**config.mk**
```make
export PLATFORM = sky130hd
export DESIGN_NAME = spi_flash_erase_sleep_id_cmds
export DESIGN_NICKNAME = d
export VERILOG_FILES = /design/src/verilog/spi_flash_cmd_pkg.sv /design/src/verilog/pin_sampler.sv /design/src/verilog/spi_flash_erase_sleep_id_cmds.sv
export SDC_FILE = /design/constraint.sdc
export NUM_CORES = 1
export LEC_CHECK = 0
export ABC_AREA = 1
export BUFFER_PORTS_ARGS = -buffer_cell sky130_fd_sc_hd__buf_2
export CAP_MARGIN = 20
export CORE_UTILIZATION = 50
export CTS_BUF_LIST = sky130_fd_sc_hd__clkbuf_16
export CTS_CLUSTER_DIAMETER = 120
export DETAILED_ROUTE_END_ITERATION = 8
export PLACE_DENSITY = 0.69
export SETUP_SLACK_MARGIN = 0.05
export SLEW_MARGIN = 40
export SYNTH_ARGS = -nofsm -noshare
export SYNTH_HDL_FRONTEND = slang
export SYNTH_SLANG_ARGS = --single-unit
```
**constraint.sdc**
```tcl
create_clock -name i_clk_sys -period 2.25 [get_ports i_clk_sys]
set_input_delay 0.1125 -clock i_clk_sys [delete_from_list [all_inputs] [get_ports i_clk_sys]]
set_output_delay 0.1125 -clock i_clk_sys [all_outputs]
set_load 0.03 [all_outputs]
```
**src/verilog/spi_flash_cmd_pkg.sv**
```systemverilog
`default_nettype none
package spi_flash_cmd_pkg;

    // System clock
    localparam int CLK_FREQ_MHZ = 50;

    // Opcodes
    localparam logic [7:0] OP_WRITE_UNLOCK = 8'h06;
    localparam logic [7:0] OP_FULL_ERASE_A = 8'h60;
    localparam logic [7:0] OP_FULL_ERASE_B = 8'hC7;
    localparam logic [7:0] OP_SLEEP        = 8'hB9;
    localparam logic [7:0] OP_WAKE_ID      = 8'hAB;
    localparam logic [7:0] OP_MAKER_PART   = 8'h90;
    localparam logic [7:0] OP_THREE_BYTE   = 8'h9F;
    localparam logic [7:0] OP_UNIQUE_ID    = 8'h4B;

    // Frame bit counter; it saturates so a long frame never wraps
    localparam int         BIT_CNT_W    = 6;
    localparam logic [5:0] BIT_CNT_MAX  = 6'h3F;
    localparam logic [5:0] OPCODE_BITS  = 6'h08;
    localparam logic [5:0] ADDR_LAST    = 6'h20;
    localparam logic [5:0] DUMMY4_LAST  = 6'h28;

    // Output index and the last index of each repeating answer
    localparam int         IDX_W          = 7;
    localparam logic [6:0] LAST_WAKE_ID   = 7'h07;
    localparam logic [6:0] LAST_MAKER_PRT = 7'h0F;
    localparam logic [6:0] LAST_THREE_BYT = 7'h17;
    localparam logic [6:0] LAST_UNIQUE    = 7'h7F;
    localparam logic [6:0] IDX_TOP        = 7'h7F;

    // Delays, in ns as given, and cycles rounded up (least times)
    localparam int SLEEP_ENTRY_DELAY_NS = 3000;
    localparam int WAKE_DELAY_NS        = 20000;
    localparam int SLEEP_ENTRY_CYC =
        (SLEEP_ENTRY_DELAY_NS * CLK_FREQ_MHZ + 999) / 1000;
    localparam int WAKE_CYC =
        (WAKE_DELAY_NS * CLK_FREQ_MHZ + 999) / 1000;
    localparam int         PWR_CNT_W = 16;
    localparam logic [15:0] SLEEP_ENTRY_LOAD = 16'(SLEEP_ENTRY_CYC - 1);
    localparam logic [15:0] WAKE_LOAD        = 16'(WAKE_CYC - 1);

    // Power state, one-hot
    typedef enum logic [3:0] {
        PWR_AWAKE    = 4'b0001,
        PWR_ENTERING = 4'b0010,
        PWR_SLEEP    = 4'b0100,
        PWR_WAKING   = 4'b1000
    } pwr_state_t;
    localparam int PWR_SLEEP_BIT = 2;

endpackage
`default_nettype wire

```
**src/verilog/pin_sampler.sv**
```systemverilog
`timescale 1ns/1ns
`default_nettype none
module pin_sampler (
    input  wire logic i_clk_sys,
    input  wire logic i_rst_b,
    input  wire logic i_cs_b,
    input  wire logic i_sclk,
    input  wire logic i_si,
    output logic      o_cs_b_s,
    output logic      o_si_s,
    output logic      o_sclk_rise,
    output logic      o_sclk_fall
);

    logic [1:0] cs_b_sync_reg;
    logic [1:0] si_sync_reg;
    logic [1:0] sclk_sync_reg;
    logic       sclk_prev_reg;

    // Two flops per pin; chip select idles high so it resets high
    always_ff @(posedge i_clk_sys or negedge i_rst_b) begin
        if (!i_rst_b) begin
            cs_b_sync_reg <= 2'h3;
            si_sync_reg   <= 2'h0;
            sclk_sync_reg <= 2'h0;
            sclk_prev_reg <= 1'b0;
        end else begin
            cs_b_sync_reg <= {cs_b_sync_reg[0], i_cs_b};
            si_sync_reg   <= {si_sync_reg[0], i_si};
            sclk_sync_reg <= {sclk_sync_reg[0], i_sclk};
            sclk_prev_reg <= sclk_sync_reg[1];
        end
    end

    // Edges seen on the settled stage only, so data and clock stay aligned
    assign o_cs_b_s    = cs_b_sync_reg[1];
    assign o_si_s      = si_sync_reg[1];
    assign o_sclk_rise = sclk_sync_reg[1] & ~sclk_prev_reg;
    assign o_sclk_fall = ~sclk_sync_reg[1] & sclk_prev_reg;

endmodule // pin_sampler
`default_nettype wire

```
**src/verilog/spi_flash_erase_sleep_id_cmds.sv**
```systemverilog
`timescale 1ns/1ns
`default_nettype none
module spi_flash_erase_sleep_id_cmds
    import spi_flash_cmd_pkg::*;
#(
    parameter int unsigned   FULL_ERASE_TIME_US = 10000,
    parameter int unsigned   FULL_ERASE_CYCLES  = FULL_ERASE_TIME_US * CLK_FREQ_MHZ,
    parameter logic [7:0]    MAKER_ID           = 8'h5A,  // Arbitrary value
    parameter logic [7:0]    DEVICE_ID          = 8'h3C,  // Arbitrary value
    parameter logic [7:0]    MEMORY_TYPE        = 8'h41,  // Arbitrary value
    parameter logic [7:0]    CAPACITY           = 8'h16,  // Arbitrary value
    parameter logic [127:0]  UNIQUE_ID          = 128'h0123456789ABCDEFFEDCBA9876543210  // Arbitrary
)(
    input  wire logic       i_clk_sys,
    input  wire logic       i_rst_b,
    input  wire logic       i_cs_b,
    input  wire logic       i_sclk,
    input  wire logic       i_si,
    input  wire logic [2:0] i_block_protect_field,
    input  wire logic       i_protect_invert_bit,
    input  wire logic       i_cycle_busy,
    input  wire logic       i_soft_reset,
    output logic            o_so,
    output logic            o_so_oe,
    output logic            o_busy_flag,
    output logic            o_write_latch_flag,
    output logic            o_sleep
);

    ////////////////////////////////////////////////////////////////////////////
    // Elaboration checks

    localparam int ERASE_W = $clog2(FULL_ERASE_CYCLES + 1);

    if (FULL_ERASE_CYCLES < 1 || ERASE_W > 32) begin : g_bad_erase
        $error("FULL_ERASE_CYCLES out of range");
    end
    if (SLEEP_ENTRY_CYC < 1 || WAKE_CYC < 1 || WAKE_CYC > 65536) begin : g_bad_delay
        $error("Power delays out of range");
    end

    localparam logic [ERASE_W-1:0] ERASE_LOAD = ERASE_W'(FULL_ERASE_CYCLES - 1);

    ////////////////////////////////////////////////////////////////////////////
    // Decode helpers

    // Commands that answer with identification data
    function automatic logic is_id_cmd(input logic [7:0] op);
        return (op == OP_WAKE_ID) || (op == OP_MAKER_PART) ||
               (op == OP_THREE_BYTE) || (op == OP_UNIQUE_ID);
    endfunction

    // Input bits that precede the answer
    function automatic logic [BIT_CNT_W-1:0] out_start(input logic [7:0] op);
        logic [BIT_CNT_W-1:0] s;
        s = ADDR_LAST;
        if (op == OP_THREE_BYTE) begin
            s = OPCODE_BITS;
        end else if (op == OP_UNIQUE_ID) begin
            s = DUMMY4_LAST;
        end
        return s;
    endfunction

    // Last index before the answer repeats
    function automatic logic [IDX_W-1:0] out_last(input logic [7:0] op);
        logic [IDX_W-1:0] l;
        l = LAST_UNIQUE;
        if (op == OP_WAKE_ID) begin
            l = LAST_WAKE_ID;
        end else if (op == OP_MAKER_PART) begin
            l = LAST_MAKER_PRT;
        end else if (op == OP_THREE_BYTE) begin
            l = LAST_THREE_BYT;
        end
        return l;
    endfunction

    // Answer bit, MSB first; shorter answers are left aligned
    function automatic logic id_bit(input logic [7:0] op, input logic [IDX_W-1:0] idx);
        logic [127:0] v;
        v = UNIQUE_ID;
        if (op == OP_WAKE_ID) begin
            v = {DEVICE_ID, 120'h0};
        end else if (op == OP_MAKER_PART) begin
            v = {MAKER_ID, DEVICE_ID, 112'h0};
        end else if (op == OP_THREE_BYTE) begin
            v = {MAKER_ID, MEMORY_TYPE, CAPACITY, 104'h0};
        end
        return v[IDX_TOP - idx];
    endfunction

    ////////////////////////////////////////////////////////////////////////////
    // Pin sampling

    logic cs_b_s;
    logic si_s;
    logic sclk_rise;
    logic sclk_fall;

    pin_sampler u_pins (
        .i_clk_sys   (i_clk_sys),
        .i_rst_b     (i_rst_b),
        .i_cs_b      (i_cs_b),
        .i_sclk      (i_sclk),
        .i_si        (i_si),
        .o_cs_b_s    (cs_b_s),
        .o_si_s      (si_s),
        .o_sclk_rise (sclk_rise),
        .o_sclk_fall (sclk_fall)
    );

    ////////////////////////////////////////////////////////////////////////////
    // State and decode

    logic                 cs_prev_reg;
    logic [BIT_CNT_W-1:0] bit_cnt_reg;
    logic [7:0]           shift_reg;
    logic [7:0]           opcode_reg;
    logic                 addr_zero_reg;
    logic [IDX_W-1:0]     out_idx_reg;
    logic                 so_reg;
    logic                 so_oe_reg;
    logic                 write_latch_flag_reg;
    logic                 erase_active_reg;
    logic [ERASE_W-1:0]   erase_cnt_reg;
    logic                 busy_reg;
    pwr_state_t           pwr_reg;
    logic [PWR_CNT_W-1:0] pwr_cnt_reg;

    logic cs_rise;
    logic busy_now;
    logic frame_ok;
    logic opcode_only;
    logic protect_ok;
    logic wel_set;
    logic erase_go;
    logic sleep_go;
    logic wake_go;
    logic out_live;

    assign cs_rise  = cs_b_s & ~cs_prev_reg;
    assign busy_now = erase_active_reg | i_cycle_busy;

    // While busy nothing here is decoded; asleep only the wake opcode
    assign frame_ok = !busy_now &&
                      ((pwr_reg == PWR_AWAKE) ||
                       (pwr_reg == PWR_SLEEP && opcode_reg == OP_WAKE_ID));

    // A frame of exactly eight bits; anything longer is discarded
    assign opcode_only = cs_rise && (bit_cnt_reg == OPCODE_BITS);

    assign protect_ok = ((i_block_protect_field == 3'h0) && !i_protect_invert_bit) ||
                        ((i_block_protect_field == 3'h7) && i_protect_invert_bit);

    assign wel_set  = opcode_only && frame_ok && (opcode_reg == OP_WRITE_UNLOCK);
    assign erase_go = opcode_only && frame_ok && write_latch_flag_reg && protect_ok &&
                      ((opcode_reg == OP_FULL_ERASE_A) || (opcode_reg == OP_FULL_ERASE_B));
    assign sleep_go = opcode_only && frame_ok && (opcode_reg == OP_SLEEP);
    assign wake_go  = cs_rise && (bit_cnt_reg >= OPCODE_BITS) && !busy_now &&
                      (pwr_reg == PWR_SLEEP) && (opcode_reg == OP_WAKE_ID);

    // Answer runs once all input bits are in; 90h needs a zero address
    assign out_live = !cs_b_s && frame_ok && (bit_cnt_reg >= OPCODE_BITS) &&
                      is_id_cmd(opcode_reg) &&
                      (bit_cnt_reg >= out_start(opcode_reg)) &&
                      (addr_zero_reg || opcode_reg != OP_MAKER_PART);

    ////////////////////////////////////////////////////////////////////////////
    // Frame capture

    // Bits clocked in on rising serial clock; deselect clears the frame
    always_ff @(posedge i_clk_sys or negedge i_rst_b) begin
        if (!i_rst_b) begin
            cs_prev_reg   <= 1'b1;
            bit_cnt_reg   <= '0;
            shift_reg     <= 8'h00;
            opcode_reg    <= 8'h00;
            addr_zero_reg <= 1'b1;
        end else begin
            cs_prev_reg <= cs_b_s;
            if (cs_b_s) begin
                bit_cnt_reg   <= '0;
                addr_zero_reg <= 1'b1;
            end else if (sclk_rise) begin
                shift_reg <= {shift_reg[6:0], si_s};
                if (bit_cnt_reg != BIT_CNT_MAX) begin
                    bit_cnt_reg <= bit_cnt_reg + 6'h01;
                end
                if (bit_cnt_reg == OPCODE_BITS - 6'h01) begin
                    opcode_reg <= {shift_reg[6:0], si_s};
                end
                if (bit_cnt_reg >= OPCODE_BITS && bit_cnt_reg < ADDR_LAST && si_s) begin
                    addr_zero_reg <= 1'b0;
                end
            end
        end
    end

    ////////////////////////////////////////////////////////////////////////////
    // Serial answer

    // Driven on falling serial clock; repeats until deselect
    always_ff @(posedge i_clk_sys or negedge i_rst_b) begin
        if (!i_rst_b) begin
            out_idx_reg <= '0;
            so_reg      <= 1'b0;
            so_oe_reg   <= 1'b0;
        end else if (cs_b_s) begin
            out_idx_reg <= '0;
            so_oe_reg   <= 1'b0;
        end else if (sclk_fall && out_live) begin
            so_reg    <= id_bit(opcode_reg, out_idx_reg);
            so_oe_reg <= 1'b1;
            if (out_idx_reg == out_last(opcode_reg)) begin
                out_idx_reg <= '0;
            end else begin
                out_idx_reg <= out_idx_reg + 7'h01;
            end
        end
    end

    ////////////////////////////////////////////////////////////////////////////
    // Write latch flag

    // Set wins over clear; set and erase never share a frame, a soft reset can
    always_ff @(posedge i_clk_sys or negedge i_rst_b) begin
        if (!i_rst_b) begin
            write_latch_flag_reg <= 1'b0;
        end else if (wel_set) begin
            write_latch_flag_reg <= 1'b1;
        end else if (erase_go || i_soft_reset) begin
            write_latch_flag_reg <= 1'b0;
        end
    end

    ////////////////////////////////////////////////////////////////////////////
    // Full-array erase timer

    // Counts the erase time; the array itself is outside this block
    always_ff @(posedge i_clk_sys or negedge i_rst_b) begin
        if (!i_rst_b) begin
            erase_active_reg <= 1'b0;
            erase_cnt_reg    <= '0;
        end else if (erase_go) begin
            erase_active_reg <= 1'b1;
            erase_cnt_reg    <= ERASE_LOAD;
        end else if (erase_active_reg) begin
            if (erase_cnt_reg == '0) begin
                erase_active_reg <= 1'b0;
            end else begin
                erase_cnt_reg <= erase_cnt_reg - ERASE_W'(1);
            end
        end
    end

    // Busy covers this erase and any other cycle running elsewhere
    always_ff @(posedge i_clk_sys or negedge i_rst_b) begin
        if (!i_rst_b) begin
            busy_reg <= 1'b0;
        end else begin
            busy_reg <= erase_go | erase_active_reg | i_cycle_busy;
        end
    end

    ////////////////////////////////////////////////////////////////////////////
    // Power state

    // Reset lands in standby; sleep only via the sleep opcode
    always_ff @(posedge i_clk_sys or negedge i_rst_b) begin
        if (!i_rst_b) begin
            pwr_reg     <= PWR_AWAKE;
            pwr_cnt_reg <= '0;
        end else if (i_soft_reset) begin
            pwr_reg     <= PWR_AWAKE;
            pwr_cnt_reg <= '0;
        end else begin
            unique case (pwr_reg)
                PWR_AWAKE: begin
                    if (sleep_go) begin
                        pwr_reg     <= PWR_ENTERING;
                        pwr_cnt_reg <= SLEEP_ENTRY_LOAD;
                    end
                end
                PWR_ENTERING: begin
                    if (pwr_cnt_reg == '0) begin
                        pwr_reg <= PWR_SLEEP;
                    end else begin
                        pwr_cnt_reg <= pwr_cnt_reg - 16'h0001;
                    end
                end
                PWR_SLEEP: begin
                    if (wake_go) begin
                        pwr_reg     <= PWR_WAKING;
                        pwr_cnt_reg <= WAKE_LOAD;
                    end
                end
                PWR_WAKING: begin
                    // Commands are ignored until the wake delay expires
                    if (pwr_cnt_reg == '0) begin
                        pwr_reg <= PWR_AWAKE;
                    end else begin
                        pwr_cnt_reg <= pwr_cnt_reg - 16'h0001;
                    end
                end
            endcase
        end
    end

    ////////////////////////////////////////////////////////////////////////////
    // Outputs

    assign o_so               = so_reg;
    assign o_so_oe            = so_oe_reg;
    assign o_busy_flag        = busy_reg;
    assign o_write_latch_flag = write_latch_flag_reg;
    assign o_sleep            = pwr_reg[PWR_SLEEP_BIT];

endmodule // spi_flash_erase_sleep_id_cmds
`default_nettype wire

```
==> results.tsv <==
stage	metric	value	unit
clocking	clk_latency	0.34	ns
clocking	clock-sinks	81	
grt	grt_max_degree	43	
setup_path	reg2reg_depth	11	
floorplanning	row_count	35	
timing	tightestPinTransition	0.5423	ns
grt	grt.overflow.total	0	
timing	whs	0.05598	ns
synth	synth_compound_area_share	11.95	%
synth	yosys.area_share.simple	29.55	%
clocking	numCtsBuffers	9	
setup_path	worstPathRequired	2.53	ns
routing	first_iter_violations	163	
place	place_congestion	0.8986	
grt	grt_pass1_wl	18.54	mm
routing	wl_per_cell	13.00	µm
floorplanning	coreArea	9328	µm²
grt	grt_pass1_vias	4081	
clocking	htreeDepth	3	
grt	antenna_found_initial	0	
timing	maxSlewHeadroom	63.85	%
synth	synth_fp_nets	672	
setup_path	crit_path_end_kind	flop	
clocking	cts_tree	done	
final_layout	fin_util	59.22	%
pwr	p_leak	2.620	nW
floorplanning	die-height	100.5	µm
timing	max_freq	486.2	MHz
synth	yosys_warnings	0	
routing	vias	4324	
pwr	vdd.ir_drop.worst	0.3676	mV
place	io_buffers	15	
status	status	finished clean	
timing	post-route-min-period	2.057	ns
timing	setup_ws	0.1931	ns
timing	hold_viol	0	
setup_path	crit_path_max_fanout	18	
final_layout	layout.nets	705	
synth	async_flop_share	100.0	%
floorplanning	initial_core_util	51.98	%
floorplanning	dieArea	10090	µm²
routing	drc_errors	0	
synth	synth_top_family_by_area	simple AND/OR/NAND/NOR gates	
clocking	clk_path_buf_depth	2	
synth	synth_xor_area_share	5.058	%
final_layout	final_cell_mix	nand2_1 (147), inv_1 (99), nor2_1 (80), dfrtp_1 (76), nand3_1 (46)	
hold_path	min_path_type	in2reg	
final_layout	drive_gt1_share	11.72	%
floorplanning	io_pins	16	
final_layout	final_common_cell	nand2_1	
place	hpwl	7.712	mm
synth	ys_types	46	
synth	ys_ff_latch	81	
timing	drv_slew	0	
routing	first_pass_iters	5	
timing	skew	0.009385	ns
synth	synth_adder_area_share	2.065	%
routing	via_per_inst	5.273	
final_layout	antennaDiodeCount	0	
synth	syn_area	4848	µm²
grt	track_usage	23.13	%
routing	routed_wl	10.66	mm
timing	rsz0062_at_grt	yes	
hold_path	holdPathStages	3	
synth	synth-edff-count	0	
setup_path	critPathKind	reg2reg	
synth	synth-seq-area-share	41.94	%
final_layout	largest_register_ffs	19	
clocking	worst_setup_hold_path_clk_slew	0.07	ns
timing	setup_tns	0	ns
timing	setup_violations	0	
final_layout	area_growth	13.94	%
synth	syn_area_per_cell	7.425	µm²
place	preCtsSetupSlack	0.08648	ns
timing	min_period_over_period	91.42	%
final_layout	final_area	5524	µm²
floorplanning	die_width	100.5	µm
synth	synth.area.mux_share	0	%
place	placed_area	5114	µm²
setup_path	arrival	2.33	ns
routing	ant_nets	0	
setup_path	crit_path_start_kind	flop	
synth	syn_inst	653	
clocking	clockRootBuffer	clkbuf_16	
pwr	powerDensity	701.1	nW/µm²
flow_run	max_cap_violations	0	
synth	synth_flop_cell	dfrtp_1	
-- metrics by stage --
stage	power (W)	instances
floorplan	0.002198	653
global placement	0.002347	798
detailed placement	0.002363	798
CTS	0.003902	818
global route	0.004092	820
finish	0.003873	820
-- final timing paths --
| check | from | slack, ns | to |
|---|---|---|---|
| setup / recovery | bit_cnt_reg[5] | 0.19 | pwr_cnt_reg[12] |
| hold / removal | i_cycle_busy | 0.06 | o_busy_flag |
| setup reg to reg | bit_cnt_reg[5] | 0.19 | pwr_cnt_reg[12] |
| hold reg to reg | u_pins.si_sync_reg[0] | 0.35 | u_pins.si_sync_reg[1] |
| max in group asynchronous | i_rst_b | 1.28 | cs_prev_reg |
| min in group asynchronous | i_rst_b | 0.30 | erase_cnt_reg[13] |
-- area by class of cell --
class,instances,area [µm²]
Tap cell,129,161.4
Timing Repair Buffer,32,240.2
Clock buffer,9,225.2
Inverter,103,391.6
Sequential cell,81,2033
Fill cell,840,3804
Multi-Input combinational cell,459,2396
Clock inverter,7,76.32
-- critical path, cell delays in order, from the launching register on --
cell	delay, ns
dfrtp_1	0.43
inv_1	0.09
nand2_1	0.07
nor2_1	0.09
nand4_1	0.18
nor2_1	0.23
nand2_2	0.12
o31ai_4	0.28
nand2_4	0.20
inv_6	0.17
nand2_1	0.08
o21ai_2	0.05
-- kinds of logic (layout without fill, tap and decap cells) --
family	Yosys count	in the layout
AOI/OAI and AO/OA	93	93
and+or+nand+nor	330	330
adders and majority gates	8	8
DFF	81	81
xor gates and xnor gates	28	28
buffers and inverters	113	151
-- what timing repair did --
| action | 4_1_cts | 5_1_grt |
|---|---|---|
| resized for setup | 0 | 11 |
| setup buffers | 0 | 2 |
| setup endpoints to repair | 0 | 21 |
| endpoints found under the hold margin | 41 | 0 |
| hold buffers | 4 | 0 |
-- metal layers --
| layer | vias to the layer above | share of wire, % | global-route usage [%] | routed length [µm] |
|---|---|---|---|---|
| met4 | 0 | 1.2 | 6.800 | 131 |
| met2 | 89 | 49 | 39.83 | 5223 |
| li1 | 2174 | - | - | - |
| met3 | 14 | 3.4 | 3.537 | 364 |
| met1 | 2047 | 46 | 30.19 | 4939 |
| met5 | - | 0 | 0 | 0 |
-- power by group --
group / switching, W / total [W] / internal, W
Combinational: 0.000474 / 0.000710 / 0.000236
Clock: 0.000643 / 0.00152 / 0.000874
Sequential: 0.0000836 / 0.00165 / 0.00156
-- synthesized netlist by cell type (5+ instances only) --
cell / count / area share, %
nand2_1: 150 / 12
o211ai_1: 5 / 0.77
nand3_1: 46 / 4.7
clkbuf_1: 5 / 0.39
o21ai_1: 7 / 0.72
ha_1: 8 / 2.1
xor2_1: 26 / 4.7
o21ai_0: 37 / 3.8
dfstp_2: 5 / 2.7
nor3_1: 19 / 2.0
dfrtp_1: 76 / 39
a21oi_1: 17 / 1.8
nand4_1: 11 / 1.4
inv_1: 99 / 7.7
nor2_1: 82 / 6.3
o21ai_2: 5 / 0.90
nor4_1: 6 / 0.77
(Power assumes the default switching activity.)
